==> src/vlcr_pkg.sv <==
// Shared constants for the link configuration register block
package vlcr_pkg;

    ////////////////////////////////////////////////////////////////////////
    // Link widths
    localparam int unsigned ADDR_W = 24;                  // Window offset width
    localparam int unsigned DATA_W = 32;                  // Data width

    ////////////////////////////////////////////////////////////////////////
    // Device register offsets within the inward window
    localparam logic [23:0] OFS_DMA_SID      = 24'h000020; // Dma status/id register
    localparam logic [23:0] OFS_MOD_CTRL_TWO = 24'h000758; // module_control_two
    localparam logic [23:0] OFS_SHARED_LINK  = 24'h000c40; // shared_link_control
    localparam logic [23:0] OFS_REG_TOP      = 24'h000fff; // Last register-space offset

    ////////////////////////////////////////////////////////////////////////
    // Field positions
    localparam int unsigned BIT_CFG_EN     = 7;           // config_space_enable
    localparam int unsigned BIT_CTRL2_BS   = 29;          // dma_ctrl2_burst_select
    localparam int unsigned BIT_CTRL1_BS   = 28;          // dma_ctrl1_burst_select
    localparam int unsigned BIT_QUALIFIER  = 27;          // burst_set_clear_qualifier
    localparam int unsigned SID_HI_LSB     = 3;           // Writable status/id bits 7:3
    localparam int unsigned SID_HI_MSB     = 7;

    ////////////////////////////////////////////////////////////////////////
    // Fixed read and write patterns
    localparam logic [2:0]  SID_LO_IACK    = 3'b011;      // Low status/id bits in iack
    localparam logic [2:0]  SID_LO_DIRECT  = 3'b000;      // Low bits on direct read
    localparam logic [31:0] MCT_READ_FIXED = 32'h00000001; // Constant bits of module_control_two
    localparam logic [31:0] MCT_WRITE_KEEP = 32'h00000080; // Bits software may vary
    localparam logic [31:0] MCT_WRITE_ONE  = 32'h00000001; // Bit always written as one
    localparam logic [31:0] SLC_READ_FIXED = 32'h00c10100; // Constant bits of shared_link_control
    localparam logic [31:0] SLC_WRITE_KEEP = 32'h3fffffff; // Reserved top bits written as zero

    ////////////////////////////////////////////////////////////////////////
    // Host APB register map
    localparam logic [7:0]  APB_CMD        = 8'h00;       // Start command
    localparam logic [7:0]  APB_ADDR       = 8'h04;       // Link offset
    localparam logic [7:0]  APB_WDATA      = 8'h08;       // Link write data
    localparam logic [7:0]  APB_RDATA      = 8'h0c;       // Last answer data
    localparam logic [7:0]  APB_STATUS     = 8'h10;       // Busy and window state
    localparam int unsigned CMD_BIT_WE     = 0;           // Command: write
    localparam int unsigned CMD_BIT_IACK   = 1;           // Command: iack cycle
    localparam int unsigned CMD_BIT_GO     = 2;           // Command: start

    ////////////////////////////////////////////////////////////////////////
    // State encodings
    typedef enum logic [1:0] {
        DEV_IDLE = 2'b00,
        DEV_MEM  = 2'b01,
        DEV_DONE = 2'b11
    } vlcr_dev_state_type;

    typedef enum logic [1:0] {
        HST_IDLE = 2'b00,
        HST_REQ  = 2'b01,
        HST_WAIT = 2'b11
    } vlcr_hst_state_type;

endpackage

==> src/vlcr_link_if.sv <==
`timescale 1ns/1ps
// Register link between the bus master and the device
interface vlcr_link_if;
    logic        req;      // Request held until ack
    logic        we;       // Write when high
    logic        iack;     // Interrupt acknowledge cycle
    logic [23:0] addr;     // Window offset
    logic [31:0] wdata;    // Write data
    logic        ack;      // One-cycle answer
    logic [31:0] rdata;    // Read or status/id data

    // Device end
    modport dev  (input req, we, iack, addr, wdata, output ack, rdata);
    // Master end
    modport host (output req, we, iack, addr, wdata, input ack, rdata);
endinterface

==> src/vlcr_device.sv <==
// Contract
// 16-bit status/id: low bits give id 10:8
// 8-bit status/id, no substitution: bits 2:0
// Low bits 011 in iack, 000 direct
// Enable set: offsets above FFF reach EEPROM
// Master sets enable before EEPROM access
// Master clears enable after configuration work
// Master alone uses high offsets while enabled
// Hard reset clears enable; soft keeps it
// Control two written: zeros, bit0 one
// Select and qualifier one: burst cycles
// Select one, qualifier zero: normal cycles
// Select written zero leaves state alone
// Select reads back burst state
// Selection affects block cycles only
// Shared control bits 31-30 written zero
// Byte mode with substitution: logical address only
// Low offsets always reach register space
`timescale 1ns/1ps
module vlcr_device
    import vlcr_pkg::*;
(
    // Clock and hard reset
    input  wire logic                     core_clk,
    input  wire logic                     rstn,
    // Link from the master
    vlcr_link_if.dev                      link,
    // Interrupt configuration inputs
    input  wire logic                     status_id_byte_mode,
    input  wire logic                     status_id_logical_address_select,
    input  wire logic [7:0]               logical_address,
    // Onboard memory port
    output logic                          mem_req_q,
    output logic                          mem_eeprom_q,
    output logic                          mem_we_q,
    output logic [vlcr_pkg::ADDR_W-1:0]   mem_addr_q,
    output logic [vlcr_pkg::DATA_W-1:0]   mem_wdata_q,
    input  wire logic                     mem_ack,
    input  wire logic [vlcr_pkg::DATA_W-1:0] mem_rdata,
    // Controller cycle requests to the extension bus
    input  wire logic                     dma2_cyc_req,
    input  wire logic                     dma2_cyc_block,
    output logic                          dma2_cyc_go_q,
    output logic                          dma2_cyc_sync_burst_q,
    // Mode outputs
    output logic                          config_space_enable_q,
    output logic                          dma_ctrl2_burst_select_q,
    output logic                          dma_ctrl1_burst_select_q
);
    import vlcr_pkg::*;

    ////////////////////////////////////////////////////////////////////////
    // Declarations
    vlcr_dev_state_type state_q;           // Link answer state
    vlcr_dev_state_type state_d;           // Next link state
    logic        ack_q;                    // Answer pulse
    logic [31:0] rdata_q;                  // Answer data
    logic [4:0]  sid_hi_q;                 // Status/id bits 7:3
    logic [4:0]  sid_hi_d;
    logic        cfg_en_d;                 // Next config enable
    logic        bs2_d;                    // Next controller-2 select
    logic        bs1_d;                    // Next controller-1 select

    ////////////////////////////////////////////////////////////////////////
    // Request decode
    wire         take      = (state_q == DEV_IDLE) && link.req;          // New request
    wire         high_ofs  = link.addr > OFS_REG_TOP;                    // Above register space
    wire         mem_path  = take && !link.iack && high_ofs;             // To DRAM or EEPROM
    wire         reg_path  = take && !link.iack && !high_ofs;            // Register access
    wire         reg_wr    = reg_path && link.we;                        // Register write
    wire         wr_sid    = reg_wr && (link.addr == OFS_DMA_SID);
    wire         wr_mct    = reg_wr && (link.addr == OFS_MOD_CTRL_TWO);
    wire         wr_slc    = reg_wr && (link.addr == OFS_SHARED_LINK);

    ////////////////////////////////////////////////////////////////////////
    // Register next values
    assign cfg_en_d = wr_mct ? link.wdata[BIT_CFG_EN] : config_space_enable_q;
    assign sid_hi_d = wr_sid ? link.wdata[SID_HI_MSB:SID_HI_LSB] : sid_hi_q;
    // Select bit written one loads the qualifier, zero keeps the state
    assign bs2_d    = (wr_slc && link.wdata[BIT_CTRL2_BS]) ?
                      link.wdata[BIT_QUALIFIER] : dma_ctrl2_burst_select_q;
    assign bs1_d    = (wr_slc && link.wdata[BIT_CTRL1_BS]) ?
                      link.wdata[BIT_QUALIFIER] : dma_ctrl1_burst_select_q;

    ////////////////////////////////////////////////////////////////////////
    // Direct read values
    wire [31:0] rd_sid = {24'h000000, sid_hi_q, SID_LO_DIRECT};
    wire [31:0] rd_mct = MCT_READ_FIXED | ({31'h00000000, config_space_enable_q} << BIT_CFG_EN);
    wire [31:0] rd_slc = SLC_READ_FIXED
                       | ({31'h00000000, dma_ctrl2_burst_select_q} << BIT_CTRL2_BS)
                       | ({31'h00000000, dma_ctrl1_burst_select_q} << BIT_CTRL1_BS);
    // Unmapped register offsets read as zero
    wire [31:0] rd_reg = (link.addr == OFS_DMA_SID)      ? rd_sid :
                         (link.addr == OFS_MOD_CTRL_TWO) ? rd_mct :
                         (link.addr == OFS_SHARED_LINK)  ? rd_slc : 32'h00000000;

    ////////////////////////////////////////////////////////////////////////
    // Status/id presented in interrupt acknowledge
    wire [7:0]  sid_byte = {sid_hi_q, SID_LO_IACK};
    wire [15:0] sid_16   = {sid_byte, logical_address};
    wire [15:0] sid_8    = {8'h00, sid_byte};
    wire [15:0] sid_la   = {8'h00, logical_address};
    wire [15:0] sid_sel  = !status_id_byte_mode                 ? sid_16 :
                           !status_id_logical_address_select    ? sid_8  :
                                                                  sid_la;

    ////////////////////////////////////////////////////////////////////////
    // Link state sequencing
    always_comb
    begin
        state_d = state_q;
        unique case (state_q)
            DEV_IDLE: if (mem_path) state_d = DEV_MEM;       // Wait on memory
                      else if (take) state_d = DEV_DONE;     // Register or iack
            DEV_MEM:  if (mem_ack) state_d = DEV_DONE;       // Memory answered
            DEV_DONE: state_d = DEV_IDLE;                    // Let the request drop
            default:  state_d = DEV_IDLE;
        endcase
    end

    ////////////////////////////////////////////////////////////////////////
    // State and answer registers
    always_ff @(posedge core_clk or negedge rstn)
    begin
        if (!rstn)
        begin
            state_q <= DEV_IDLE;
            ack_q   <= 1'b0;
            rdata_q <= 32'h00000000;
        end
        else
        begin
            state_q <= state_d;
            ack_q   <= (take && !mem_path) || (state_q == DEV_MEM && mem_ack);
            if (take && link.iack)
                rdata_q <= {16'h0000, sid_sel};
            else if (reg_path)
                rdata_q <= link.we ? 32'h00000000 : rd_reg;
            else if (state_q == DEV_MEM && mem_ack)
                rdata_q <= link.we ? 32'h00000000 : mem_rdata;
        end
    end

    assign link.ack   = ack_q;
    assign link.rdata = rdata_q;

    ////////////////////////////////////////////////////////////////////////
    // Configuration registers, cleared by hard reset only
    always_ff @(posedge core_clk or negedge rstn)
    begin
        if (!rstn)
        begin
            config_space_enable_q    <= 1'b0;
            sid_hi_q                 <= 5'h00;
            dma_ctrl2_burst_select_q <= 1'b0;
            dma_ctrl1_burst_select_q <= 1'b0;
        end
        else
        begin
            config_space_enable_q    <= cfg_en_d;
            sid_hi_q                 <= sid_hi_d;
            dma_ctrl2_burst_select_q <= bs2_d;
            dma_ctrl1_burst_select_q <= bs1_d;
        end
    end

    ////////////////////////////////////////////////////////////////////////
    // Onboard memory request, routed by the config enable
    always_ff @(posedge core_clk or negedge rstn)
    begin
        if (!rstn)
        begin
            mem_req_q    <= 1'b0;
            mem_eeprom_q <= 1'b0;
            mem_we_q     <= 1'b0;
            mem_addr_q   <= 24'h000000;
            mem_wdata_q  <= 32'h00000000;
        end
        else if (mem_path)
        begin
            mem_req_q    <= 1'b1;
            mem_eeprom_q <= config_space_enable_q;
            mem_we_q     <= link.we;
            mem_addr_q   <= link.addr;
            mem_wdata_q  <= link.wdata;
        end
        else if (mem_ack)
        begin
            mem_req_q    <= 1'b0;
        end
    end

    ////////////////////////////////////////////////////////////////////////
    // Extension-bus cycle type for controller 2
    always_ff @(posedge core_clk or negedge rstn)
    begin
        if (!rstn)
        begin
            dma2_cyc_go_q         <= 1'b0;
            dma2_cyc_sync_burst_q <= 1'b0;
        end
        else
        begin
            dma2_cyc_go_q         <= dma2_cyc_req;
            // Single cycles never become burst cycles
            dma2_cyc_sync_burst_q <= dma2_cyc_req && dma2_cyc_block
                                     && dma_ctrl2_burst_select_q;
        end
    end

endmodule

==> src/flat_wrapper.sv <==
// flat-port wrapper written by rule: the top's interface ports become plain ports
module vlcr_device_flat import vlcr_pkg::*;
  (core_clk, rstn, status_id_byte_mode, status_id_logical_address_select, logical_address, mem_req_q, mem_eeprom_q, mem_we_q, mem_addr_q, mem_wdata_q, mem_ack, mem_rdata, dma2_cyc_req, dma2_cyc_block, dma2_cyc_go_q, dma2_cyc_sync_burst_q, config_space_enable_q, dma_ctrl2_burst_select_q, dma_ctrl1_burst_select_q, link_req, link_we, link_iack, link_addr, link_wdata, link_ack, link_rdata);
  vlcr_link_if link_i ();
  input  wire logic core_clk;
  input  wire logic rstn;
  input  wire logic status_id_byte_mode;
  input  wire logic status_id_logical_address_select;
  input  wire logic [7:0] logical_address;
  output logic mem_req_q;
  output logic mem_eeprom_q;
  output logic mem_we_q;
  output logic [vlcr_pkg::ADDR_W-1:0] mem_addr_q;
  output logic [vlcr_pkg::DATA_W-1:0] mem_wdata_q;
  input  wire logic mem_ack;
  input  wire logic [vlcr_pkg::DATA_W-1:0] mem_rdata;
  input  wire logic dma2_cyc_req;
  input  wire logic dma2_cyc_block;
  output logic dma2_cyc_go_q;
  output logic dma2_cyc_sync_burst_q;
  output logic config_space_enable_q;
  output logic dma_ctrl2_burst_select_q;
  output logic dma_ctrl1_burst_select_q;
  input wire logic [$bits(link_i.req)-1:0] link_req;
  input wire logic [$bits(link_i.we)-1:0] link_we;
  input wire logic [$bits(link_i.iack)-1:0] link_iack;
  input wire logic [$bits(link_i.addr)-1:0] link_addr;
  input wire logic [$bits(link_i.wdata)-1:0] link_wdata;
  output wire logic [$bits(link_i.ack)-1:0] link_ack;
  output wire logic [$bits(link_i.rdata)-1:0] link_rdata;
  assign link_i.req = link_req;
  assign link_i.we = link_we;
  assign link_i.iack = link_iack;
  assign link_i.addr = link_addr;
  assign link_i.wdata = link_wdata;
  assign link_ack = link_i.ack;
  assign link_rdata = link_i.rdata;
  vlcr_device u_core (.core_clk(core_clk), .rstn(rstn), .link(link_i), .status_id_byte_mode(status_id_byte_mode), .status_id_logical_address_select(status_id_logical_address_select), .logical_address(logical_address), .mem_req_q(mem_req_q), .mem_eeprom_q(mem_eeprom_q), .mem_we_q(mem_we_q), .mem_addr_q(mem_addr_q), .mem_wdata_q(mem_wdata_q), .mem_ack(mem_ack), .mem_rdata(mem_rdata), .dma2_cyc_req(dma2_cyc_req), .dma2_cyc_block(dma2_cyc_block), .dma2_cyc_go_q(dma2_cyc_go_q), .dma2_cyc_sync_burst_q(dma2_cyc_sync_burst_q), .config_space_enable_q(config_space_enable_q), .dma_ctrl2_burst_select_q(dma_ctrl2_burst_select_q), .dma_ctrl1_burst_select_q(dma_ctrl1_burst_select_q));
endmodule
==> config.mk <==
export PLATFORM = sky130hd
export DESIGN_NAME = vlcr_device_flat
export DESIGN_NICKNAME = d
export VERILOG_FILES = /design/src/vlcr_pkg.sv /design/src/vlcr_link_if.sv /design/src/vlcr_device.sv /design/src/flat_wrapper.sv
export SDC_FILE = /design/constraint.sdc
export NUM_CORES = 1
export LEC_CHECK = 0
export BUFFER_PORTS_ARGS = -buffer_cell sky130_fd_sc_hd__buf_2
export CAP_MARGIN = 20
export CORE_MARGIN = 2
export CORE_UTILIZATION = 42
export DETAILED_ROUTE_END_ITERATION = 6
export GPL_ROUTABILITY_DRIVEN = 0
export HOLD_SLACK_MARGIN = 0.05
export PLACE_DENSITY = 0.84
export REMOVE_ABC_BUFFERS = 1
export SLEW_MARGIN = 20
export SYNTH_ARGS = -nofsm -noshare
export SYNTH_HDL_FRONTEND = slang
export SYNTH_SLANG_ARGS = --single-unit
==> constraint.sdc <==
create_clock -name core_clk -period 2.2 [get_ports core_clk]
set_input_delay 0.22 -clock core_clk [delete_from_list [all_inputs] [get_ports core_clk]]
set_output_delay 0.22 -clock core_clk [all_outputs]
set_load 0.02 [all_outputs]
**Word level (Yosys, flattened, before mapping)**

Cells that the tools add are included.

- Flip-flop bits (word level): 104
- Word-level logic and storage cells: 61

- Bitwise logic cells: 1
- Muxes and demuxes: 16
- Equal/unequal tests: 6
- Reduce and logical (&&, ||, !) cells: 23
- Order comparisons: 1

Operators with widths:

| cell | number |
|---|---|
| 2-to-1 mux 32 bit | 8 |
| bitwise OR 30 x 29 -> 30 bit | 1 |
| equality test 24 x 11 -> 1 bit (second input constant) | 1 |
| equality test 24 x 12 -> 1 bit (second input constant) | 1 |
| equality test 24 x 6 -> 1 bit (second input constant) | 1 |
| greater-than comparator 24 x 12 -> 1 bit (second input constant) | 1 |
| 2-to-1 mux 16 bit | 1 |
| logical AND 1 bit | 15 |
| 2-to-1 mux 8 bit | 1 |
| 2-to-1 mux 2 bit | 3 |
| case mux 2 bit (2 select lines) | 1 |
| zero test 1 bit | 3 |
| inequality test 3 x 1 -> 1 bit (second input constant) | 1 |
| nonzero test 3 bit | 1 |
| equality test 2 x 1 -> 1 bit (second input constant) | 1 |
| zero test 2 bit | 1 |
| 2-to-1 mux 1 bit | 2 |
| inequality test 2 bit (second input constant) | 1 |
| AND reduction 2 bit | 1 |
| nonzero test 2 bit | 1 |
| logical OR 1 bit | 1 |

**Longest topological paths before layout**

Gate-level depths: netlist of run 1.

- Depth in word-level cells: 7
- Mapped depth: 8

**Least setup slack after synthesis of run 1**

OpenSTA, ideal clock, no wires.

- Path kind: reg-to-reg
- From: register u_core.state_q[0]
- To: register u_core.mem_wdata_q[22] (netlist bit)
- Period minus slack after synthesis: 2.091 ns
- Arrival: 1.966 ns
- Stages on the path, launching flop included: 7
- Setup slack: 0.109 ns
- Library setup time: 0.125 ns
- Path buffers: 3
- Cell sequence: dfrtp_1 -> or4b_4 -> buf_6 -> a31oi_4 -> buf_2 -> buf_4 -> mux2_2

- Word-level cells in the longest chain between the ends: 4

RTL lines:

| element | line | text |
|---|---|---|
| start, declared | vlcr_device.sv:54 | `vlcr_dev_state_type state_q;` |
| start signal, assigned | vlcr_device.sv:133 | `state_q <= state_d;` |
| zero test 2 bit | vlcr_device.sv:66 | `wire take = (state_q == DEV_IDLE) && link.req;` |
| logical AND 1 bit | vlcr_device.sv:66 |  |
| logical AND 1 bit (2 in a row) | vlcr_device.sv:68 | `wire mem_path = take && !link.iack && high_ofs;` |
| end signal, assigned | vlcr_device.sv:185 | `mem_wdata_q <= link.wdata;` |
| end, declared | vlcr_device.sv:37 | `output logic [vlcr_pkg::DATA_W-1:0] mem_wdata_q,` |

Every way passes these cells.
A chain may end at the register's enable or synchronous reset.

**Final worst setup path of run 1**

- From: register u_core.state_q[1]
- To: register u_core.rdata_q[8] (netlist: u_core.link.rdata[8])

- Word-level cells in the longest chain between the ends: 6
- Elaborated cells between the ends (all ways): 10
- Classes of those cells: eq/ne: 1; mux: 2; reduce/logical: 7

RTL lines:

| element | line | text |
|---|---|---|
| zero test 2 bit | vlcr_device.sv:66 |  |
| logical AND 1 bit | vlcr_device.sv:66 |  |
| logical AND 1 bit (2 in a row) | vlcr_device.sv:69 | `wire reg_path = take && !link.iack && !high_ofs;` |
| 2-to-1 mux 32 bit | vlcr_device.sv:137 | `else if (reg_path)` |
| 2-to-1 mux 32 bit | vlcr_device.sv:135 | `if (take && link.iack)` |
| end signal, assigned | vlcr_device.sv:136 | `rdata_q <= {16'h0000, sid_sel};` |
| end signal, assigned | vlcr_device.sv:138 | `rdata_q <= link.we ? 32'h00000000 : rd_reg;` |
| end signal, assigned | vlcr_device.sv:140 | `rdata_q <= link.we ? 32'h00000000 : mem_rdata;` |
| end, declared | vlcr_device.sv:57 | `logic [31:0] rdata_q;` |

Several ways; a longest one is shown, not always the timed one.

==> impl_metrics.csv, run 1 <==
group,metric,value,unit
timing,relSlewSlack,67.4,%
critical_path,r2r_slack,0.13,ns
timing,finalHoldViolCount,0,
drt,highest_layer,"met4",
cells_and_area,final_nets,648,
cells_and_area,fin_area,0.00584,mm^2
global_routing,grt_start_max_net_pins,54,
drt,vias_per_cell,5.11,
cells_and_area,stdcell_count,683,
timing,fmax,0.483,GHz
power,power_density,1340,mW/mm^2
synthesis,synth_edf_count,0,
timing,min_period,2.07,ns
timing,skew,0.00762,ns
drt,wl_met3,930,um
clock_tree,htreeDepth,3,
critical_path,worst_setup_path_end_kind,"flip-flop",
cells_and_area,layout_commonest_cell,"buf_2",
power,vdd_ir_drop_max,0.708,mV
power,seq_power_share,40.1,%
timing,report.final.slew_viol_count,0,
timing,min_period_over_period,94.0,%
global_routing,grt_pass1_wl,17.9,mm
die,die_w,106,um
power,swShare,38.8,%
placement,port_buffers,202,
synthesis,yosys_warnings,0,
placement,post-place-ws,0.141,ns
die,dieArea,0.0112,mm^2
clock_tree,cts_made_buffers,9,
flow_run,cap_violations,0,
clock_tree,cts_tree,"yes",
global_routing,antenna_found_initial,0,
cells_and_area,diodes,0,
synthesis,syn_avg_cell_area,13.3,um^2
drt,wirelength,11.3,mm
cells_and_area,drive_above_1_share,56.7,%
synthesis,netlist_instances,326,
drt,wl_per_cell,16.6,um
critical_path,start_kind,"flip-flop",
die,io-pin-count,203,
global_routing,grt_usage,20.4,%
hold_path,hold_path_depth,2,
drt,met1Wirelength,4.48,mm
clock_tree,cts_resized,0,
placement,post-dp-hpwl,8.73,mm
die,die_h,106,um
synthesis,yosysUniqueCellTypes,45,
status,status,"completed",
drt,via_count,3493,
synthesis,ys.flop_type,"dfrtp_1",
hold_path,min_to,"u_core.link.rdata[10]",
drt,drtAntennaViolNets,0,
clock_tree,clock_latency,0.36,ns
critical_path,crit_arrival,2.31,ns
cells_and_area,fin_util,57.3,%
clock_tree,clk_root_buffer_cell,"clkbuf_8",
critical_path,path_max_fanout,10,
power,internal-power,4.79,mW
power,power_frac_comb,43.2,%
drt,first_iter_violations,208,
hold_path,min-delay-start,"mem_rdata[10]",
drt,met2_length,5.66,mm
power,clkPwrFrac,16.7,%
clock_tree,cts_buffer_depth,2,
placement,dp.cells,665,
synthesis,syn_area,0.00434,mm^2
critical_path,worst_r2r_startpoint,"u_core.state_q[1]",
timing,setup_violations,0,
placement,dpl_cell_area,0.00560,mm^2
power,p_leak,3.00,nW
drt,dr.pass1.iters,4,
drt,drcViolationCount,0,
hold_path,hp-class,"input pin to flip-flop",
clock_tree,path_clk_slew,0.10,ns
clock_tree,cts.sinks,104,
synthesis,yosys-top-cells-area,"dfrtp_1 60%, mux2_2 17%, a22o_1 3.0%, a21oi_1 2.3%, nor2_1 1.9%",
synthesis,yosysSeqAreaShare,59.9,%
synthesis,yosysTopAreaCell,"dfrtp_1",
critical_path,reg2reg_to,"u_core.link.rdata[8]",
global_routing,grt_overflow_total,0,
power,power,7.83,mW
timing,worstMarginPinSlew,0.489,ns
global_routing,grt_pass1_vias,3647,
die,coreArea,0.0102,mm^2
die,fp-row-count,37,
timing,rsz0062_at_grt,"false",
cells_and_area,layout_common_cells,"201 x buf_2, 104 x dfrtp_1, 64 x mux2_2",
synthesis,synth_top_area_share,59.9,%
cells_and_area,area_growth,34.4,%
critical_path,crit_required,2.44,ns
die,initial_core_util,42.7,%
synthesis,synth-async-reset-ratio,100,%
critical_path,crit_type,"flip-flop to flip-flop",
power,power_switching,3.04,mW
synthesis,synth_seq_cells,104,
timing,worst_slack,0.132,ns
critical_path,reg2reg_depth,7,
[per-stage QoR]
step | hold WS, ns | setup TNS [ns]
2_1_floorplan | -0.0756 | -56.16
3_3_place_gp | 0.0886 | 0
3_5_place_dp | 0.0981 | 0
4_1_cts | 0.0531 | 0
5_1_grt | 0.0531 | 0
6_report | 0.0722 | 0
[worst max-delay path by stage]
stage                            from                     to  slack, ns  cells after the start
floorplan           u_core.state_q[0]   u_core.link.rdata[8]      -1.18                      6
global placement        link_addr[14]   u_core.link.rdata[0]       0.16                      8
detailed placement      link_addr[14]   u_core.link.rdata[0]       0.14                      8
CTS                 u_core.state_q[1]   u_core.link.rdata[8]       0.13                      7
global route        u_core.state_q[0]  u_core.link.rdata[13]       0.01                      6
finish              u_core.state_q[1]   u_core.link.rdata[8]       0.13                      7
[state kept, by name, summed over array words and instances, names as in the netlist, 2 cells and up]
register	cells
u_core.link.rdata	32
u_core.mem_wdata_q	32
u_core.mem_addr_q	24
u_core.sid_hi_q	5
u_core.state_q	2
[power groups by stage]
stage          logic, mW  registers (mW)  clock network, mW
2_1_floorplan       1.05            4.16                  0
3_3_place_gp        3.30            3.13                  0
3_5_place_dp        3.41            3.18                  0
4_1_cts             3.41            3.15               1.35
5_1_grt             3.60            3.25               1.42
6_report            3.38            3.14               1.31
[logic make-up (layout without fill, tap and decap cells)]
family	after synthesis	in the layout	share of synthesized area, %
flops	104	104	59.9
simple gates	70	70	9.56
mux	67	67	17.3
compound gates	62	62	10.4
buf+inv	23	244	2.76
[critical path, stage by stage (launching register included)]
cell and delay (ns):
dfrtp_1 0.42, or4b_4 0.55, a31oi_4 0.22, or2_1 0.21, buf_4 0.21, inv_1 0.14, nor2_1 0.11, o22ai_1 0.08
[timing repair]
item | in CTS | in global routing
setup buffers | 0 | 0
hold endpoints to repair | 66 | 0
hold buffers | 2 | 0
[cells in the mapped netlist (3+ instances only)]
library cell and n:
a221oi_1 7, a21o_1 4, inv_1 7, mux2_2 64, nand2_1 19, o31ai_1 4, nor2_1 22, a22o_1 15
buf_2 9, o21ai_0 5, a21oi_1 20, dfrtp_1 104, nor4_2 3, clkbuf_1 3
[routing by layer]
metal | track usage [%] | vias up
met2 | 34.9 | 165
met3 | 5.94 | 19
li1 | - | 1623
met5 | 0 | -
met4 | 7.89 | 0
met1 | 24.2 | 1686
[cell type report]
type                            count  area [um^2]
Tap cell                          136          170
Timing Repair Buffer              221         1200
Sequential cell                   104         2600
Clock inverter                      5         80.1
Clock buffer                       11          141
Multi-Input combinational cell    199         1620
Inverter                            7         26.3
Fill cell                         882         4340
Note: power is estimated with default switching activity, not from simulation.
==> run 2, diff against run 1 <==
--- a/config.mk
+++ b/config.mk
@@ -5,7 +5,7 @@
 export SDC_FILE = /design/constraint.sdc
 export NUM_CORES = 1
 export LEC_CHECK = 0
-export BUFFER_PORTS_ARGS = -buffer_cell sky130_fd_sc_hd__buf_2
+export BUFFER_PORTS_ARGS = -buffer_cell sky130_fd_sc_hd__clkbuf_2
 export CAP_MARGIN = 20
 export CORE_MARGIN = 2
 export CORE_UTILIZATION = 42
==> impl_metrics.csv, run 2 (synthesized netlist as in run 1, its figures left out) <==
group,metric,value,unit
placement,post-dp-hpwl,8.53,mm
cells_and_area,ff_latch_area,0.00260,mm^2
cells_and_area,stdcell_count,685,
clock_tree,htreeDepth,3,
critical_path,reg2reg_depth,4,
timing,report.final.slew_viol_count,0,
clock_tree,clk_root_buffer_cell,"clkbuf_8",
critical_path,crit_required,2.44,ns
critical_path,path_max_fanout,29,
timing,fmax,0.471,GHz
clock_tree,cts_made_buffers,9,
global_routing,grt_usage,20.3,%
drt,vias_per_cell,5.12,
drt,wirelength,11.2,mm
global_routing,grt_pass1_wl,17.8,mm
power,clkPwrFrac,15.8,%
die,die_h,106,um
power,vdd_ir_drop_max,0.649,mV
placement,port_buffers,202,
die,coreArea,0.0102,mm^2
hold_path,hp-class,"input pin to flip-flop",
timing,min_period,2.12,ns
cells_and_area,multiInputGateArea,0.00162,mm^2
die,dieArea,0.0112,mm^2
timing,setup_violations,0,
global_routing,grt_start_max_net_pins,46,
cells_and_area,drive_above_1_share,57.2,%
cells_and_area,layout_commonest_cell,"clkbuf_2",
clock_tree,clock_latency,0.37,ns
cells_and_area,diodes,0,
placement,dp.cells,663,
cells_and_area,layout_common_cells,"201 x clkbuf_2, 104 x dfrtp_1, 64 x mux2_2",
clock_tree,path_clk_slew,0.10,ns
clock_tree,cts.sinks,104,
timing,relSlewSlack,63.7,%
die,initial_core_util,42.7,%
critical_path,worst_r2r_startpoint,"u_core.state_q[0]",
drt,dr.pass1.iters,6,
die,fp-row-count,37,
critical_path,reg2reg_to,"u_core.mem_wdata_q[8]",
power,p_leak,3.03,nW
timing,finalHoldViolCount,0,
power,seq_power_share,40.8,%
critical_path,crit_type,"flip-flop to flip-flop",
cells_and_area,final_nets,651,
critical_path,worst_setup_path_end_kind,"flip-flop",
drt,first_iter_violations,230,
power,swShare,39.4,%
hold_path,hold_path_depth,2,
timing,fin_hold_ws,0.0642,ns
power,internal-power,4.71,mW
timing,rsz0062_at_grt,"true",
power,power_frac_comb,43.3,%
cells_and_area,area_growth,34.7,%
timing,min_period_over_period,96.5,%
timing,skew,0.0152,ns
hold_path,min_to,"u_core.link.rdata[10]",
power,power,7.78,mW
flow_run,cap_violations,0,
drt,drcViolationCount,0,
critical_path,start_kind,"flip-flop",
power,power_switching,3.06,mW
die,die_w,106,um
timing,worstMarginPinSlew,0.544,ns
power,power_density,1330,mW/mm^2
clock_tree,cts_buffer_depth,2,
die,io-pin-count,203,
global_routing,grt_overflow_total,0,
critical_path,crit_arrival,2.37,ns
cells_and_area,fillCellCount,881,
drt,drtAntennaViolNets,0,
global_routing,antenna_found_initial,0,
drt,via_count,3504,
clock_tree,cts_tree,"yes",
critical_path,r2r_slack,0.08,ns
drt,wl_per_cell,16.4,um
global_routing,grt_pass1_vias,3548,
status,status,"completed",
hold_path,min-delay-start,"mem_rdata[10]",
run 2: cell count changes in the layout (fill, tap and decap cells not counted), sizes merged:
cell / delta
buf: -199
clkinv: +1
inv: +1
bufinv: -1
clkbuf: +202
clkinvlp: -2
run 2: area by class of cell:
class | instances | share of cell area [%]
Sequential cell | 104 | 44.5
Multi-Input combinational cell | 199 | 27.7
Timing Repair Buffer | 224 | 20.9
Tap cell | 136 | 2.91
Clock buffer | 11 | 2.59
Clock inverter | 4 | 0.898
Inverter | 7 | 0.449
run 2: worst max path at each step:
stage                                  from                      to  cells past startpoint  slack (ns)
after floorplan           u_core.state_q[0]    u_core.link.rdata[8]                      6       -1.18
after global placement    u_core.state_q[0]   u_core.mem_addr_q[21]                      4        0.15
after detailed placement  u_core.state_q[0]    u_core.mem_addr_q[1]                      4        0.11
after CTS                 u_core.state_q[0]    u_core.mem_addr_q[3]                      4        0.09
after global routing      u_core.state_q[0]  u_core.mem_wdata_q[19]                      4       -0.02
final                     u_core.state_q[0]   u_core.mem_wdata_q[8]                      4        0.08
run 2: layer usage:
layer  track usage (%)  routed length [um]  vias to the layer above
met5                 0                   0                        -
met4              7.42                 176                        0
met3              5.13                 924                       16
met2              34.7                5710                      176
met1              24.9                4410                     1693
li1                  -                   -                     1619
run 2: timing repair:
item	CTS	global route
setup endpoints to repair	0	6
gates resized for setup	0	1
buffers inserted	0	4
hold buffers	2	0
endpoints found under the hold margin	60	0
run 2: per-stage QoR:
stage               setup WS [ns]  setup TNS, ns  utilization (%)  instance area [um^2]
global route              -0.0188         -0.159             57.5                  5850
detailed placement          0.106              0             54.7                  5570
global placement            0.152              0             54.7                  5570
floorplan                   -1.18         -56.16                -                  4250
CTS                        0.0928              0             56.9                  5800
finish                     0.0763              0             57.5                  5850
run 2: power groups by stage:
stage	Combinational [mW]	Clock, mW	Sequential, mW
after floorplan	1.05	0	4.16
after global placement	3.25	0	3.16
after detailed placement	3.33	0	3.22
after CTS	3.33	1.26	3.19
after global routing	3.60	1.35	3.28
final	3.37	1.23	3.18
run 2: worst max-delay path, cell delays in order (launching register included):
cell	delay, ns
dfrtp_1	0.43
or4b_4	0.61
a31oi_4	0.19
buf_4	0.38
mux2_2	0.38
